===== src/gsr_pkg.sv =====
// Package for the gauge status readback block: frame layout, select
// codes, flag positions and the carrier type for live gauge state.
// Assumes one 20 MHz system clock; serial pins arrive asynchronously.
package gsr_pkg;

  // ----------------------------------------------------------------
  // Frame layout
  // ----------------------------------------------------------------
  localparam int          FRAME_BITS    = 16;
  localparam int          CNT_W         = 4;
  localparam logic [3:0]  CNT_ZERO      = 4'h0;
  localparam int          CMD_ADDR_LSB  = 13;
  localparam logic [2:0]  SEL_CMD_ADDR  = 3'h0;
  localparam int          SEL_LSB       = 8;
  localparam logic [15:0] WORD_ZERO     = 16'h0000;

  // ----------------------------------------------------------------
  // Status select codes
  // ----------------------------------------------------------------
  localparam logic [3:0]  SEL_RESET     = 4'h0;
  localparam logic [3:0]  SEL_POS0      = 4'hc;
  localparam logic [3:0]  SEL_POS1      = 4'hd;

  // ----------------------------------------------------------------
  // Sticky flag positions
  // ----------------------------------------------------------------
  localparam int FLAG_N    = 9;
  localparam int FL_HIGH   = 0;
  localparam int FL_LOW    = 1;
  localparam int FL_FAULT  = 2;
  localparam int FL_SHIFT0 = 3;
  localparam int FL_SHIFT1 = 4;
  localparam int FL_ZERO0  = 5;
  localparam int FL_ZERO1  = 6;
  localparam int FL_HEAT0  = 7;
  localparam int FL_HEAT1  = 8;
  localparam logic [8:0] FLAGS_RESET = 9'h000;

  // ----------------------------------------------------------------
  // Live state of one gauge, from the motion logic
  // ----------------------------------------------------------------
  typedef struct packed {
    logic        enabled;
    logic        heading;
    logic        against_cmd;
    logic        home_side;
    logic        off_target;
    logic        homing;
    logic [11:0] position;
    logic [7:0]  velocity;
  } gsr_gauge_t;

endpackage : gsr_pkg


===== src/gsr_sync.sv =====
// Two-stage synchroniser, one stage pair per bit.
// Assumes inputs are asynchronous to clk; ce freezes the stages.
`timescale 1ns/1ps
`default_nettype none
module gsr_sync
  import gsr_pkg::*;
#(
  parameter int W = 3
)(
  // Clock and control
  input  wire logic         clk,
  input  wire logic         nrst,
  input  wire logic         ce,
  // Data
  input  wire logic [W-1:0] d,
  output var  logic [W-1:0] q
);

  logic [W-1:0] meta_reg;
  logic [W-1:0] meta_next;
  logic [W-1:0] q_next;

  genvar i;
  generate
    for (i = 0; i < W; i++)
    begin : g_bit
      always_comb
      begin
        meta_next[i] = ce ? d[i] : meta_reg[i];
        q_next[i]    = ce ? meta_reg[i] : q[i];
      end
    end
  endgenerate

  always_ff @(posedge clk)
  begin
    if (!nrst)
    begin
      meta_reg <= '1;
      q        <= '1;
    end
    else
    begin
      meta_reg <= meta_next;
      q        <= q_next;
    end
  end

endmodule : gsr_sync
`default_nettype wire


===== src/gsr_flag_bank.sv =====
// Bank of sticky flags: a set pulse wins over a clear in the same cycle.
// Assumes set and clear come from logic on the same clock.
`timescale 1ns/1ps
`default_nettype none
module gsr_flag_bank
  import gsr_pkg::*;
#(
  parameter int W = FLAG_N
)(
  // Clock and control
  input  wire logic         clk,
  input  wire logic         nrst,
  input  wire logic         ce,
  // Events
  input  wire logic [W-1:0] set,
  input  wire logic [W-1:0] clr,
  output var  logic [W-1:0] q
);

  logic [W-1:0] q_next;

  genvar i;
  generate
    for (i = 0; i < W; i++)
    begin : g_flag
      always_comb
      begin
        if (!ce)
          q_next[i] = q[i];
        else if (set[i])
          q_next[i] = 1'b1;
        else if (clr[i])
          q_next[i] = 1'b0;
        else
          q_next[i] = q[i];
      end
    end
  endgenerate

  always_ff @(posedge clk)
  begin
    if (!nrst)
      q <= W'(FLAGS_RESET);
    else
      q <= q_next;
  end

endmodule : gsr_flag_bank
`default_nettype wire


===== src/gsr_status_readback.sv =====
// Serial status readback of a dual gauge driver: frame capture, status
// select, status word assembly, sticky faults and echo on the output.
// Assumes serial pins are asynchronous and sampled by the 20 MHz clock;
// live gauge state and event pulses come from logic on the same clock.
//
// Overview of operation
// - Chip select low loads selected status word; output sends it MSB first.
// - On chip select high accept frame only if bit count nonzero, multiple 16.
// - With chip select high the output floats and status may update.
// - Supply faults stay latched until device status word was sent in a frame.
// - Frame of bad length clears nothing; faults are sent again later.
// - Pointer bits are live, sampled when the status word is loaded.
// - After sixteen bits the output echoes input bits received since select.
// - Last accepted four-bit select field fixes the word type until reset.
// - Select field with top bit zero chooses the device status word.
// - 10xx accumulator, 1100 gauge 0, 1101 gauge 1, 111x both velocities.
// - Bits 15 and 14 give gauge 1 and gauge 0 heading.
// - Bits 13 and 12 give gauge 1 and gauge 0 home side.
// - Bits 11 and 10 are one while the gauge is off target.
// - Bit 9 flags supply high since last frame; it shuts all drivers.
// - Bit 8 flags supply low since last frame; drivers stay on.
// - Bit 7 is one when clock calibration fell out of tolerance.
// - Bit 6 is one after supply low or supply high since last frame.
// - Bits 5 and 4 flag gauge 1 and gauge 0 moved since last command.
// - Bits 3 and 2 stay one while homing, until frame after zero found.
// - Bits 1 and 0 flag overheat, disable that gauge, hold until re-enabled.
`timescale 1ns/1ps
`default_nettype none
module gsr_status_readback
  import gsr_pkg::*;
(
  // Clock, reset, enable
  input  wire logic        clk,
  input  wire logic        nrst,
  input  wire logic        ce,
  // Serial pins
  input  wire logic        cs_n,
  input  wire logic        sclk,
  input  wire logic        si,
  output var  logic        so,
  output var  logic        so_oe_n,
  // Live state from the motion and return-home logic
  input  wire gsr_gauge_t  gauge0,
  input  wire gsr_gauge_t  gauge1,
  input  wire logic [14:0] rtz_acc,
  input  wire logic        rtz_active,
  input  wire logic        cal_fault,
  // Event pulses, one clock each
  input  wire logic        supply_high_evt,
  input  wire logic        supply_low_evt,
  input  wire logic [1:0]  moved_evt,
  input  wire logic [1:0]  zero_found_evt,
  input  wire logic [1:0]  return_home_off,
  input  wire logic [1:0]  overheat_evt,
  input  wire logic [1:0]  gauge_reenable,
  // Accepted frame and control results
  output var  logic [15:0] frame_word,
  output var  logic        frame_strobe,
  output var  logic [3:0]  status_select,
  output var  logic        drivers_off,
  output var  logic [1:0]  gauge_off
);

  // ----------------------------------------------------------------
  // Pin synchronisation and edge detection
  // ----------------------------------------------------------------
  logic [2:0] pins_s;
  logic       cs_s;
  logic       sclk_s;
  logic       si_s;
  logic       sclk_d_reg;
  logic       sclk_d_next;
  logic       sclk_rise;
  logic       sclk_fall;

  gsr_sync #(.W(3)) u_sync (
    .clk  (clk),
    .nrst (nrst),
    .ce   (ce),
    // Serial clock enters inverted so its reset value matches idle low
    .d    ({cs_n, !sclk, si}),
    .q    (pins_s)
  );

  assign cs_s      = pins_s[2];
  assign sclk_s    = !pins_s[1];
  assign si_s      = pins_s[0];
  assign sclk_rise = ce && sclk_s && !sclk_d_reg;
  assign sclk_fall = ce && !sclk_s && sclk_d_reg;

  always_comb
  begin
    sclk_d_next = ce ? sclk_s : sclk_d_reg;
  end

  always_ff @(posedge clk)
  begin
    if (!nrst)
      sclk_d_reg <= 1'b0;
    else
      sclk_d_reg <= sclk_d_next;
  end

  // ----------------------------------------------------------------
  // Sticky flags and status word assembly
  // ----------------------------------------------------------------
  logic [FLAG_N-1:0] flags;
  logic [FLAG_N-1:0] flag_set;
  logic [FLAG_N-1:0] flag_clr;
  logic [15:0]       dev_word;
  logic [15:0]       status_word;

  always_comb
  begin
    flag_set = '0;
    flag_set[FL_HIGH]  = supply_high_evt;
    flag_set[FL_LOW]   = supply_low_evt;
    flag_set[FL_FAULT] = supply_high_evt || supply_low_evt;
    flag_set[FL_SHIFT0] = moved_evt[0];
    flag_set[FL_SHIFT1] = moved_evt[1];
    flag_set[FL_ZERO0]  = zero_found_evt[0];
    flag_set[FL_ZERO1]  = zero_found_evt[1];
    flag_set[FL_HEAT0]  = overheat_evt[0];
    flag_set[FL_HEAT1]  = overheat_evt[1];
  end

  gsr_flag_bank #(.W(FLAG_N)) u_flags (
    .clk  (clk),
    .nrst (nrst),
    .ce   (ce),
    .set  (flag_set),
    .clr  (flag_clr),
    .q    (flags)
  );

  // Pointer bits are live; latched flags ride beside them
  always_comb
  begin
    dev_word[15] = gauge1.heading;
    dev_word[14] = gauge0.heading;
    dev_word[13] = gauge1.home_side;
    dev_word[12] = gauge0.home_side;
    dev_word[11] = gauge1.off_target;
    dev_word[10] = gauge0.off_target;
    dev_word[9]  = flags[FL_HIGH];
    dev_word[8]  = flags[FL_LOW];
    dev_word[7]  = cal_fault;
    dev_word[6]  = flags[FL_FAULT];
    dev_word[5]  = flags[FL_SHIFT1];
    dev_word[4]  = flags[FL_SHIFT0];
    dev_word[3]  = gauge1.homing || flags[FL_ZERO1];
    dev_word[2]  = gauge0.homing || flags[FL_ZERO0];
    dev_word[1]  = flags[FL_HEAT1];
    dev_word[0]  = flags[FL_HEAT0];
  end

  always_comb
  begin
    case (status_select)
      4'h8, 4'h9, 4'ha, 4'hb:
        status_word = {rtz_active, rtz_acc};
      SEL_POS0:
        status_word = {gauge0.enabled, gauge0.heading,
                       gauge0.against_cmd, gauge0.off_target,
                       gauge0.position};
      SEL_POS1:
        status_word = {gauge1.enabled, gauge1.heading,
                       gauge1.against_cmd, gauge1.off_target,
                       gauge1.position};
      4'he, 4'hf:
        status_word = {gauge1.velocity, gauge0.velocity};
      default:
        status_word = dev_word;
    endcase
  end

  // ----------------------------------------------------------------
  // Frame state machine
  // ----------------------------------------------------------------
  typedef enum logic [1:0] {
    ST_IDLE  = 2'b00,
    ST_SHIFT = 2'b01,
    ST_DONE  = 2'b11
  } gsr_state_t;

  gsr_state_t        state_reg;
  gsr_state_t        state_next;
  logic [15:0]       tx_reg;
  logic [15:0]       tx_next;
  logic [15:0]       rx_reg;
  logic [15:0]       rx_next;
  logic [CNT_W-1:0]  cnt_reg;
  logic [CNT_W-1:0]  cnt_next;
  logic              any_reg;
  logic              any_next;
  logic              si_bit_reg;
  logic              si_bit_next;
  logic [FLAG_N-1:0] snap_reg;
  logic [FLAG_N-1:0] snap_next;
  logic [3:0]        sel_next;
  logic              len_ok;
  logic              sel_hit;

  assign len_ok  = any_reg && (cnt_reg == CNT_ZERO);
  assign sel_hit = rx_reg[15:CMD_ADDR_LSB] == SEL_CMD_ADDR;

  always_comb
  begin
    state_next  = state_reg;
    tx_next     = tx_reg;
    rx_next     = rx_reg;
    cnt_next    = cnt_reg;
    any_next    = any_reg;
    si_bit_next = si_bit_reg;
    snap_next   = snap_reg;
    sel_next    = status_select;
    if (ce)
    begin
      case (state_reg)
        ST_IDLE:
        begin
          if (!cs_s)
          begin
            state_next = ST_SHIFT;
            tx_next    = status_word;
            cnt_next   = CNT_ZERO;
            any_next   = 1'b0;
            // Flags shown in this word may be cleared by it; the moved flags are cleared by any word
            snap_next  = flags;
            if (status_select[3])
            begin
              snap_next[FL_HIGH]  = 1'b0;
              snap_next[FL_LOW]   = 1'b0;
              snap_next[FL_FAULT] = 1'b0;
              snap_next[FL_ZERO0] = 1'b0;
              snap_next[FL_ZERO1] = 1'b0;
            end
          end
        end
        ST_SHIFT:
        begin
          if (cs_s)
            state_next = ST_DONE;
          else
          begin
            if (sclk_rise)
            begin
              rx_next     = {rx_reg[14:0], si_s};
              si_bit_next = si_s;
              cnt_next    = cnt_reg + 4'h1;
              any_next    = 1'b1;
            end
            // Received bits queue behind the status word
            if (sclk_fall && any_reg)
              tx_next = {tx_reg[14:0], si_bit_reg};
          end
        end
        ST_DONE:
        begin
          state_next = ST_IDLE;
          if (len_ok && sel_hit)
            sel_next = rx_reg[SEL_LSB+3:SEL_LSB];
        end
        default:
          state_next = ST_IDLE;
      endcase
    end
  end

  always_ff @(posedge clk)
  begin
    if (!nrst)
    begin
      state_reg     <= ST_IDLE;
      tx_reg        <= WORD_ZERO;
      rx_reg        <= WORD_ZERO;
      cnt_reg       <= CNT_ZERO;
      any_reg       <= 1'b0;
      si_bit_reg    <= 1'b0;
      snap_reg      <= FLAGS_RESET;
      status_select <= SEL_RESET;
    end
    else
    begin
      state_reg     <= state_next;
      tx_reg        <= tx_next;
      rx_reg        <= rx_next;
      cnt_reg       <= cnt_next;
      any_reg       <= any_next;
      si_bit_reg    <= si_bit_next;
      snap_reg      <= snap_next;
      status_select <= sel_next;
    end
  end

  // ----------------------------------------------------------------
  // Frame results, flag clearing and driver shutdown
  // ----------------------------------------------------------------
  logic       off_next;
  logic [1:0] gauge_off_next;

  assign frame_strobe = ce && (state_reg == ST_DONE) && len_ok;
  assign frame_word   = rx_reg;
  assign so           = tx_reg[15];
  assign so_oe_n      = (state_reg != ST_SHIFT);

  always_comb
  begin
    // Bad length leaves every flag standing
    flag_clr = frame_strobe ? snap_reg : '0;
    flag_clr[FL_HEAT0] = gauge_reenable[0];
    flag_clr[FL_HEAT1] = gauge_reenable[1];
    flag_clr[FL_ZERO0] = flag_clr[FL_ZERO0] || return_home_off[0];
    flag_clr[FL_ZERO1] = flag_clr[FL_ZERO1] || return_home_off[1];
    off_next       = ce ? supply_high_evt : drivers_off;
    gauge_off_next = ce ? overheat_evt : gauge_off;
  end

  always_ff @(posedge clk)
  begin
    if (!nrst)
    begin
      drivers_off <= 1'b0;
      gauge_off   <= 2'b00;
    end
    else
    begin
      drivers_off <= off_next;
      gauge_off   <= gauge_off_next;
    end
  end

  // ----------------------------------------------------------------
  // Assertions
  // ----------------------------------------------------------------
  load_msb_a : assert property (@(posedge clk) disable iff (!nrst)
    (ce && state_reg == ST_IDLE && !cs_s) |=> so == $past(status_word[15]))
    else $error("status word MSB not on output after select");

  accept_len_a : assert property (@(posedge clk) disable iff (!nrst)
    frame_strobe |-> (any_reg && cnt_reg == CNT_ZERO && $past(cs_s)
                      && $past(state_reg) == ST_SHIFT))
    else $error("frame accepted with bad length");

  so_float_a : assert property (@(posedge clk) disable iff (!nrst)
    (ce && cs_s && state_reg != ST_SHIFT) |=> so_oe_n)
    else $error("output driven while deselected");

  keep_faults_a : assert property (@(posedge clk) disable iff (!nrst)
    (state_reg == ST_DONE && !len_ok && gauge_reenable == 2'b00
     && return_home_off == 2'b00)
    |=> (flags & $past(flags)) == $past(flags))
    else $error("fault cleared by bad frame");

  echo_a : assert property (@(posedge clk) disable iff (!nrst)
    (sclk_fall && any_reg && state_reg == ST_SHIFT && !cs_s)
    |=> tx_reg[0] == $past(si_bit_reg))
    else $error("echo bit not queued");

  sel_hold_a : assert property (@(posedge clk) disable iff (!nrst)
    (status_select != $past(status_select)) |-> $past(frame_strobe))
    else $error("select changed without accepted frame");

  sel_reset_a : assert property (@(posedge clk)
    !nrst |=> status_select == SEL_RESET)
    else $error("select not defaulted by reset");

  dev_word_a : assert property (@(posedge clk) disable iff (!nrst)
    !status_select[3] |-> status_word == dev_word)
    else $error("device word not chosen");

  high_off_a : assert property (@(posedge clk) disable iff (!nrst)
    (ce && supply_high_evt) |=> (drivers_off && dev_word[9] && dev_word[6]))
    else $error("supply high not flagged or drivers on");

  low_on_a : assert property (@(posedge clk) disable iff (!nrst)
    (ce && supply_low_evt && !supply_high_evt) |=> (!drivers_off && dev_word[8]))
    else $error("supply low handled wrongly");

endmodule : gsr_status_readback
`default_nettype wire


===== config.mk =====
export PLATFORM = sky130hd
export DESIGN_NAME = gsr_status_readback
export DESIGN_NICKNAME = d
export VERILOG_FILES = /design/src/gsr_pkg.sv /design/src/gsr_sync.sv /design/src/gsr_flag_bank.sv /design/src/gsr_status_readback.sv
export SDC_FILE = /design/constraint.sdc
export NUM_CORES = 1
export LEC_CHECK = 0
export BUFFER_PORTS_ARGS = -buffer_cell sky130_fd_sc_hd__buf_4
export CORE_MARGIN = 2
export CORE_UTILIZATION = 26
export CTS_CLUSTER_SIZE = 25
export DETAILED_ROUTE_END_ITERATION = 8
export PLACE_DENSITY = 0.45
export SYNTH_ARGS = -nofsm -noshare
export SYNTH_HDL_FRONTEND = slang
export SYNTH_SLANG_ARGS = --single-unit

===== constraint.sdc =====
create_clock -name clk -period 1.79 [get_ports clk]
set_input_delay 0.358 -clock clk [delete_from_list [all_inputs] [get_ports clk]]
set_output_delay 0.358 -clock clk [all_outputs]
set_load 0.02 [all_outputs]

==> run metrics, run 1 <==
GRT overflow 0; Layout area overhead 44.9%; Bufs and invs on worst path 3; GRT Total Usage 16.0%; most frequent cells in the layout 132 x buf_4, 74 x nand2_1, 65 x dfxtp_1; clk_lat worst skew approximately 330 ps; CTS tree yes; Post-CTS Hold Buffers 0; CP cell instances inv_2 > ha_1 > and4_4 > nand2_1 > inv_1 > buf_4; DRC Markers 0; fraction of final layout cells with drive strength greater than 1 31.8%; number of port buffers 112; met1 wire length 4940 um; Placer Congestion 0.717; startpoint types flip-flop; Max stage delay on crit path 330 ps; Setup-failing EPs final 0; Nets a little over 600; Ys Warns 0; worst hold-check slack 248 ps; register area share after synthesis 43.0%; Post-Route WL 10800 um; Worst Path Required around 1400 ps; Worst setup EP type primary output; critical path depth 6; Fin. Hold Viols 0; Syn Nets 489; Relative slew margins 68.8%; HP Class in2reg; async set-reset flop share out of synthesis 0%; post-DP HPWL ~8000 um; CTS Sinks 69; Met3 Wirelength slightly below 800 um; critical path's top delay family flip-flops; Tcrit/Tclk final 96.0%; Adder-Cell Fraction of Synth Area 0.779%; fraction of synthesized area in multiplexers 3.74%; hold-critical path depth 3; top_reg_cell synth dfxtp_1; Post-DRT Antenna Nets 0; max-cap viol count 0; vias in the first global route 3160; core area 12000 um^2; Design Power approximately 3.8 mW; CTS Buffer Depth 2; via count about 3400; Non-Filler Instances 669; Die ar. around 13000 um^2; mapped cell area 3210 um^2; Slew @ Worst Pin 467 ps; area fraction in compound gates after synthesis approximately 24%; status completed; clock-pin slew on the worst setup and hold paths around 50 ps; Logic pwr share 8.4%; first-pass GRT wire length 16300 um; Initial DRT Pass Iterations 4; sw power about 0.77 mW; internal power 3.05 mW; pin count of the biggest net entering global routing 57; highest clock rate 582 MHz; CTS HTree Levels 3; most common cell after layout, fill and taps aside buf_4; Post-synth EDFFs 0; simple-gate share of the synthesized area 22.6%; Syn Inst Count 400; Avg WL per Cell 16.2 um; Distinct cells, synth 41; Initial Utilization about a quarter; DR vias/cell between 5 and 6; Worst R2R Path Depth 5; max-slew violation count 0; CP Data Arrival Time 1360 ps; DRT iter0 DRCs approximately 180; Setup CP Type reg2out; Num CTS Buffers 9; Clock Power Share ~50%; FP Rows 40; clk root buf clkbuf_16; clk_skew 5.48 ps; sequential fraction of design power 41.7%; Synth Area in XOR/XNOR 0%; CP max FO 3; pwr dens about 820 nW/um^2; placed insts between 600 and 700; Net Sw Frac about a fifth; uppermost routed layer met4; Static Leakage 1.97 nW; Die W approximately 120 um; Yosys reg bits 69; slowest cell on the critical path dfxtp_2; Period minus WS final 1720 ps; main combinational cell family by area after synthesis compound AO/OA/AOI/OAI gates; DR WL met2 5030 um; I/O pin total 113; initial antenna violation count 0; n_diodes 0; Peak VDD IR 416 uV; Avg Cell Area, Syn 8.03 um^2; Chip Height 115 um
worst min-delay path, stage by stage:
cell and delay, ps:
buf_4 80, mux2i_1 50, nand2_1 50
final timing paths:
check | startpoint | endpoint | slack [ps]
max | cnt_reg[0]$_SDFFE_PN0P_ | frame_strobe | 70
min | si | u_sync.meta_reg[0]$_SDFFE_PN1P_ | 250
max reg2reg | status_select[2]$_SDFFE_PN0P_ | tx_reg[4]$_SDFFE_PN0P_ | 130
min reg2reg | snap_reg[4]$_SDFFE_PN0P_ | snap_reg[4]$_SDFFE_PN0P_ | 470
per-stage QoR:
step	utilization (%)	setup WS [ps]	area [um^2]	setup TNS, ps
floorplan	-	168	3210	0
global placement	35.7	78.0	4280	0
detailed placement	35.7	45.0	4280	0
CTS	38.4	12.3	4610	0
global route	38.7	-4.73	4650	-4.73
finish	38.7	72.4	4650	0
logic make-up (layout without fill, tap and decap cells):
logic type | after synthesis | count (layout)
AOI/OAI and AO/OA | 122 | 122
adders and majority gates | 2 | 2
buffers and inverters | 40 | 162
DFF | 69 | 69
muxes | 12 | 12
and+or+nand+nor | 155 | 155
cell usage after synthesis, types with 2 or more instances:
master | count | share of area, %
a211o_1 | 2 | 0.55
mux2i_1 | 12 | 3.7
clkbuf_1 | 18 | 2.1
inv_1 | 9 | 1.1
and2_1 | 2 | 0.39
nor3_1 | 4 | 0.62
nand3_1 | 27 | 4.2
a221oi_1 | 5 | 1.4
and3_1 | 9 | 1.8
buf_1 | 4 | 0.47
nand2_1 | 74 | 8.6
o31ai_1 | 3 | 0.70
a22oi_1 | 6 | 1.4
buf_4 | 2 | 0.47
ha_1 | 2 | 0.78
nor2b_1 | 2 | 0.39
buf_6 | 2 | 0.70
buf_2 | 4 | 0.62
o21ai_0 | 19 | 3.0
a222oi_1 | 12 | 3.7
a21o_1 | 11 | 2.6
nand2b_1 | 5 | 0.97
a31oi_1 | 10 | 1.9
a21oi_1 | 50 | 7.8
dfxtp_1 | 69 | 43
nor2_1 | 22 | 2.6
per-layer routing:
metal  vias up  global-route usage [%]
li1       1669                       -
met1      1592                    21.0
met2       108                    25.4
met3         4                    5.17
met4         0                    4.34
met5         -                       0
area by class of cell:
| class | instances | area [um^2] |
|---|---|---|
| multi-input combinational | 291 | 1660 |
| fill | 1266 | 7360 |
| sequential | 69 | 1390 |
| tap | 147 | 184 |
| clock buffer | 12 | 256 |
| timing repair buffer | 136 | 1060 |
| inverter | 10 | 41.3 |
| clock inverter | 4 | 70.1 |
power by group through the flow:
stage	sequential [mW]	clock [mW]	combinational (mW)
floorplan	1.62	0	0.117
global placement	1.62	0	0.320
detailed placement	1.62	0	0.324
CTS	1.59	1.96	0.325
global route	1.59	2.05	0.349
finish	1.59	1.91	0.320
what timing repair did:
action                                  4_1_cts  5_1_grt
pin swaps                                     1        1
gates resized for setup                       4        5
cloned                                        0        0
endpoints found under the setup margin        1        5
setup buffers                                 0        4
Power figures use the tool's default switching activity.
==> inputs of run 2 (changes only) <==
--- a/config.mk
+++ b/config.mk
@@ -5,6 +5,7 @@
 export SDC_FILE = /design/constraint.sdc
 export NUM_CORES = 1
 export LEC_CHECK = 0
+export ABC_AREA = 1
 export BUFFER_PORTS_ARGS = -buffer_cell sky130_fd_sc_hd__buf_4
 export CORE_MARGIN = 2
 export CORE_UTILIZATION = 26
==> run 2 against run 1 <==
Wire length increased by 4.5%. Synthesized area rose by 4.0%. Clock power decreased by 6%. Flip-flop and latch count is the same. Sequential share of layout area shrank 0.20 points. Global-route usage is 0.50 points higher. Worst setup slack worse by 8.5 ps. Combinational power up 24%. Die area up 3.8%. Critical path type unchanged. Largest cell class unchanged.
==> run metrics, run 2 <==
CP Data Arrival Time 1370 ps (was 1360 ps); Post-DRT Antenna Nets 0 (unchanged); top_reg_cell synth dfxtp_1 (unchanged); vias in the first global route 3409 (was 3160); CTS tree yes (unchanged); Placer Congestion 0.865 (was 0.717); CP max FO 5 (was 3); async set-reset flop share out of synthesis 0% (unchanged); Period minus WS final 1730 ps (was 1720 ps); FP Rows 41 (was 40); slowest cell on the critical path dfxtp_1 (was dfxtp_2); Initial DRT Pass Iterations 4 (unchanged); Num CTS Buffers 9 (unchanged); Chip Height 117 um (was 115 um); Yosys top cell area share 41.4% (was 43.0%); Die ar. 13800 um^2 (was 13300 um^2); Initial Utilization 26.6% (was 26.7%); Post-synth EDFFs 0 (unchanged); initial antenna violation count 0 (unchanged); Nets 695 (was 606); via count 3616 (was 3373); mapped cell area 3340 um^2 (was 3210 um^2); HP Class in2reg (unchanged); worst hold-check slack 206 ps (was 248 ps); Yosys reg bits 69 (unchanged); clk_skew 8.77 ps (was 5.48 ps); Worst Path Required 1430 ps (about the same); Peak VDD IR 429 uV (was 416 uV); Layout area overhead 40.1% (was 44.9%); Max stage delay on crit path 480 ps (was 330 ps); max-cap viol count 0 (unchanged); synth cell count leaders 133 x nand2_1, 69 x dfxtp_1, 69 x nor2_1 (was 74 x nand2_1, 69 x dfxtp_1, 50 x a21oi_1); dpl ws 138 ps (was 45.0 ps); area leader, netlist dfxtp_1 (unchanged); DR vias/cell 4.62 (was 5.04); Ys Warns 0 (unchanged); unrepaired setup endpoints after global routing true; pin count of the biggest net entering global routing 32 (was 57); clk root buf clkbuf_16 (unchanged); Worst setup EP type primary output (unchanged); CTS Sinks 69 (unchanged); fraction of final layout cells with drive strength greater than 1 27.0% (was 31.8%); register area share after synthesis 41.4% (was 43.0%); Syn Inst Count 494 (was 400); DRT iter0 DRCs 246 (was 181); Tcrit/Tclk final 96.4% (was 96.0%); Fin. Hold Viols 0 (unchanged); Avg Cell Area, Syn 6.76 um^2 (was 8.03 um^2); Post-CTS Hold Buffers 0 (unchanged); status completed (unchanged); most common cell after layout, fill and taps aside nand2_1 (was buf_4); number of port buffers 112 (unchanged); Static Leakage 2.17 nW (was 1.97 nW); I/O pin total 113 (unchanged); Die W 117 um (was 115 um); Worst Setup Slack, final 63.9 ps (was 72.4 ps); CP cell instances nand2_1 > nor2_1 > nand2_2 > inv_4 > buf_6 (was inv_2 > ha_1 > and4_4 > nand2_1 > inv_1 > buf_4); first-pass GRT wire length 18000 um (was 16300 um); highest clock rate 579 MHz (was 582 MHz); Setup-failing EPs final 0 (unchanged); startpoint types flip-flop (unchanged); CTS HTree Levels 3 (unchanged); n_diodes 0 (unchanged); Setup CP Type reg2out (unchanged); Syn Nets 583 (was 489); Relative slew margins 71.9% (was 68.8%); max-slew violation count 0 (unchanged); post-DP HPWL 8350 um (was 7990 um); core area 12600 um^2 (was 12000 um^2); DRC Markers 0 (unchanged); Post-Route WL 11300 um (was 10800 um); clk_lat worst skew 330 ps (about the same); pwr dens 817 nW/um^2 (was 820 nW/um^2); CTS Buffer Depth 2 (unchanged); top cells by area, synth dfxtp_1 41%, nand2_1 15%, a21oi_1 9.9% (was dfxtp_1 43%, nand2_1 8.6%, a21oi_1 7.8%); Distinct cells, synth 31 (was 41); most frequent cells in the layout 132 x nand2_1, 126 x buf_4, 69 x nor2_1 (was 132 x buf_4, 74 x nand2_1, 65 x dfxtp_1); GRT Total Usage 16.5% (was 16.0%); Slew @ Worst Pin 422 ps (was 467 ps); GRT overflow 0 (unchanged); clock-pin slew on the worst setup and hold paths 60 ps (was 50 ps); most common cell in the synthesized netlist nand2_1 (unchanged); Avg WL per Cell 14.5 um (was 16.2 um)
[run 2: layout make-up]
class / instances / area [um^2]
sequential: 69 / 1380
tap: 172 / 215
multi-input combinational: 371 / 1700
clock buffer: 13 / 260
fill: 1389 / 7890
inverter: 28 / 114
timing repair buffer: 127 / 957
clock inverter: 3 / 43.8
[run 2: final timing paths]
check             depth (start not counted)                          start                              end  slack (ps)
hold reg to reg                           2       snap_reg[4]$_SDFFE_PN0P_         snap_reg[4]$_SDFFE_PN0P_         450
setup reg to reg                          8  status_select[3]$_SDFFE_PN0P_           tx_reg[3]$_SDFFE_PN0P_         220
hold / removal                            2                           sclk  u_sync.meta_reg[1]$_SDFFE_PN1P_         210
setup / recovery                          5      state_reg[1]$_SDFFE_PN0P_                     frame_strobe          60
[run 2: metal layers]
layer	track usage, %	vias up	routed length (um)
li1	-	1839	-
met1	21.5	1645	5170
met2	26.2	121	5260
met3	4.52	11	744
met4	5.72	0	136
met5	0	-	0
[run 2: critical path: cells and delay by family, from the launching register on]
family        cells  cell delay [ps]
buf+inv           2              210
flops             1              480
simple gates      3              340
[run 2: kinds of logic after synthesis]
kind of cell	after synthesis	share of synthesized area, %
flops	69	41.4
compound gates	140	21.9
xor+xnor	1	0.262
simple gates	228	28.0
fa+ha+maj	2	0.749
buf+inv	54	7.72
[run 2: stage by stage]
step                      TNS (ps)  util [%]  instance area (um^2)  total power, mW  instances
after detailed placement         0      34.4                  4330             2.06        763
after global routing         -34.9      37.2                  4680             4.02        783
final                            0      37.2                  4680             3.82        783
after global placement           0      34.4                  4330             2.06        763
after CTS                        0      37.0                  4650             3.88        781
after floorplan                  0         -                  3340             1.83        494
[run 2: repair_timing]
action,CTS,global route
pin swaps,0,1
resized for setup,3,4
endpoints found under the setup margin,1,2
setup buffers,2,2
[run 2: power breakdown]
part | internal (mW) | switching (mW) | total [mW] | leakage [nW]
logic | 0.202 | 0.195 | 0.397 | 1.46
clock network | 1.16 | 0.641 | 1.80 | 0.150
registers | 1.59 | 0.0335 | 1.63 | 0.563
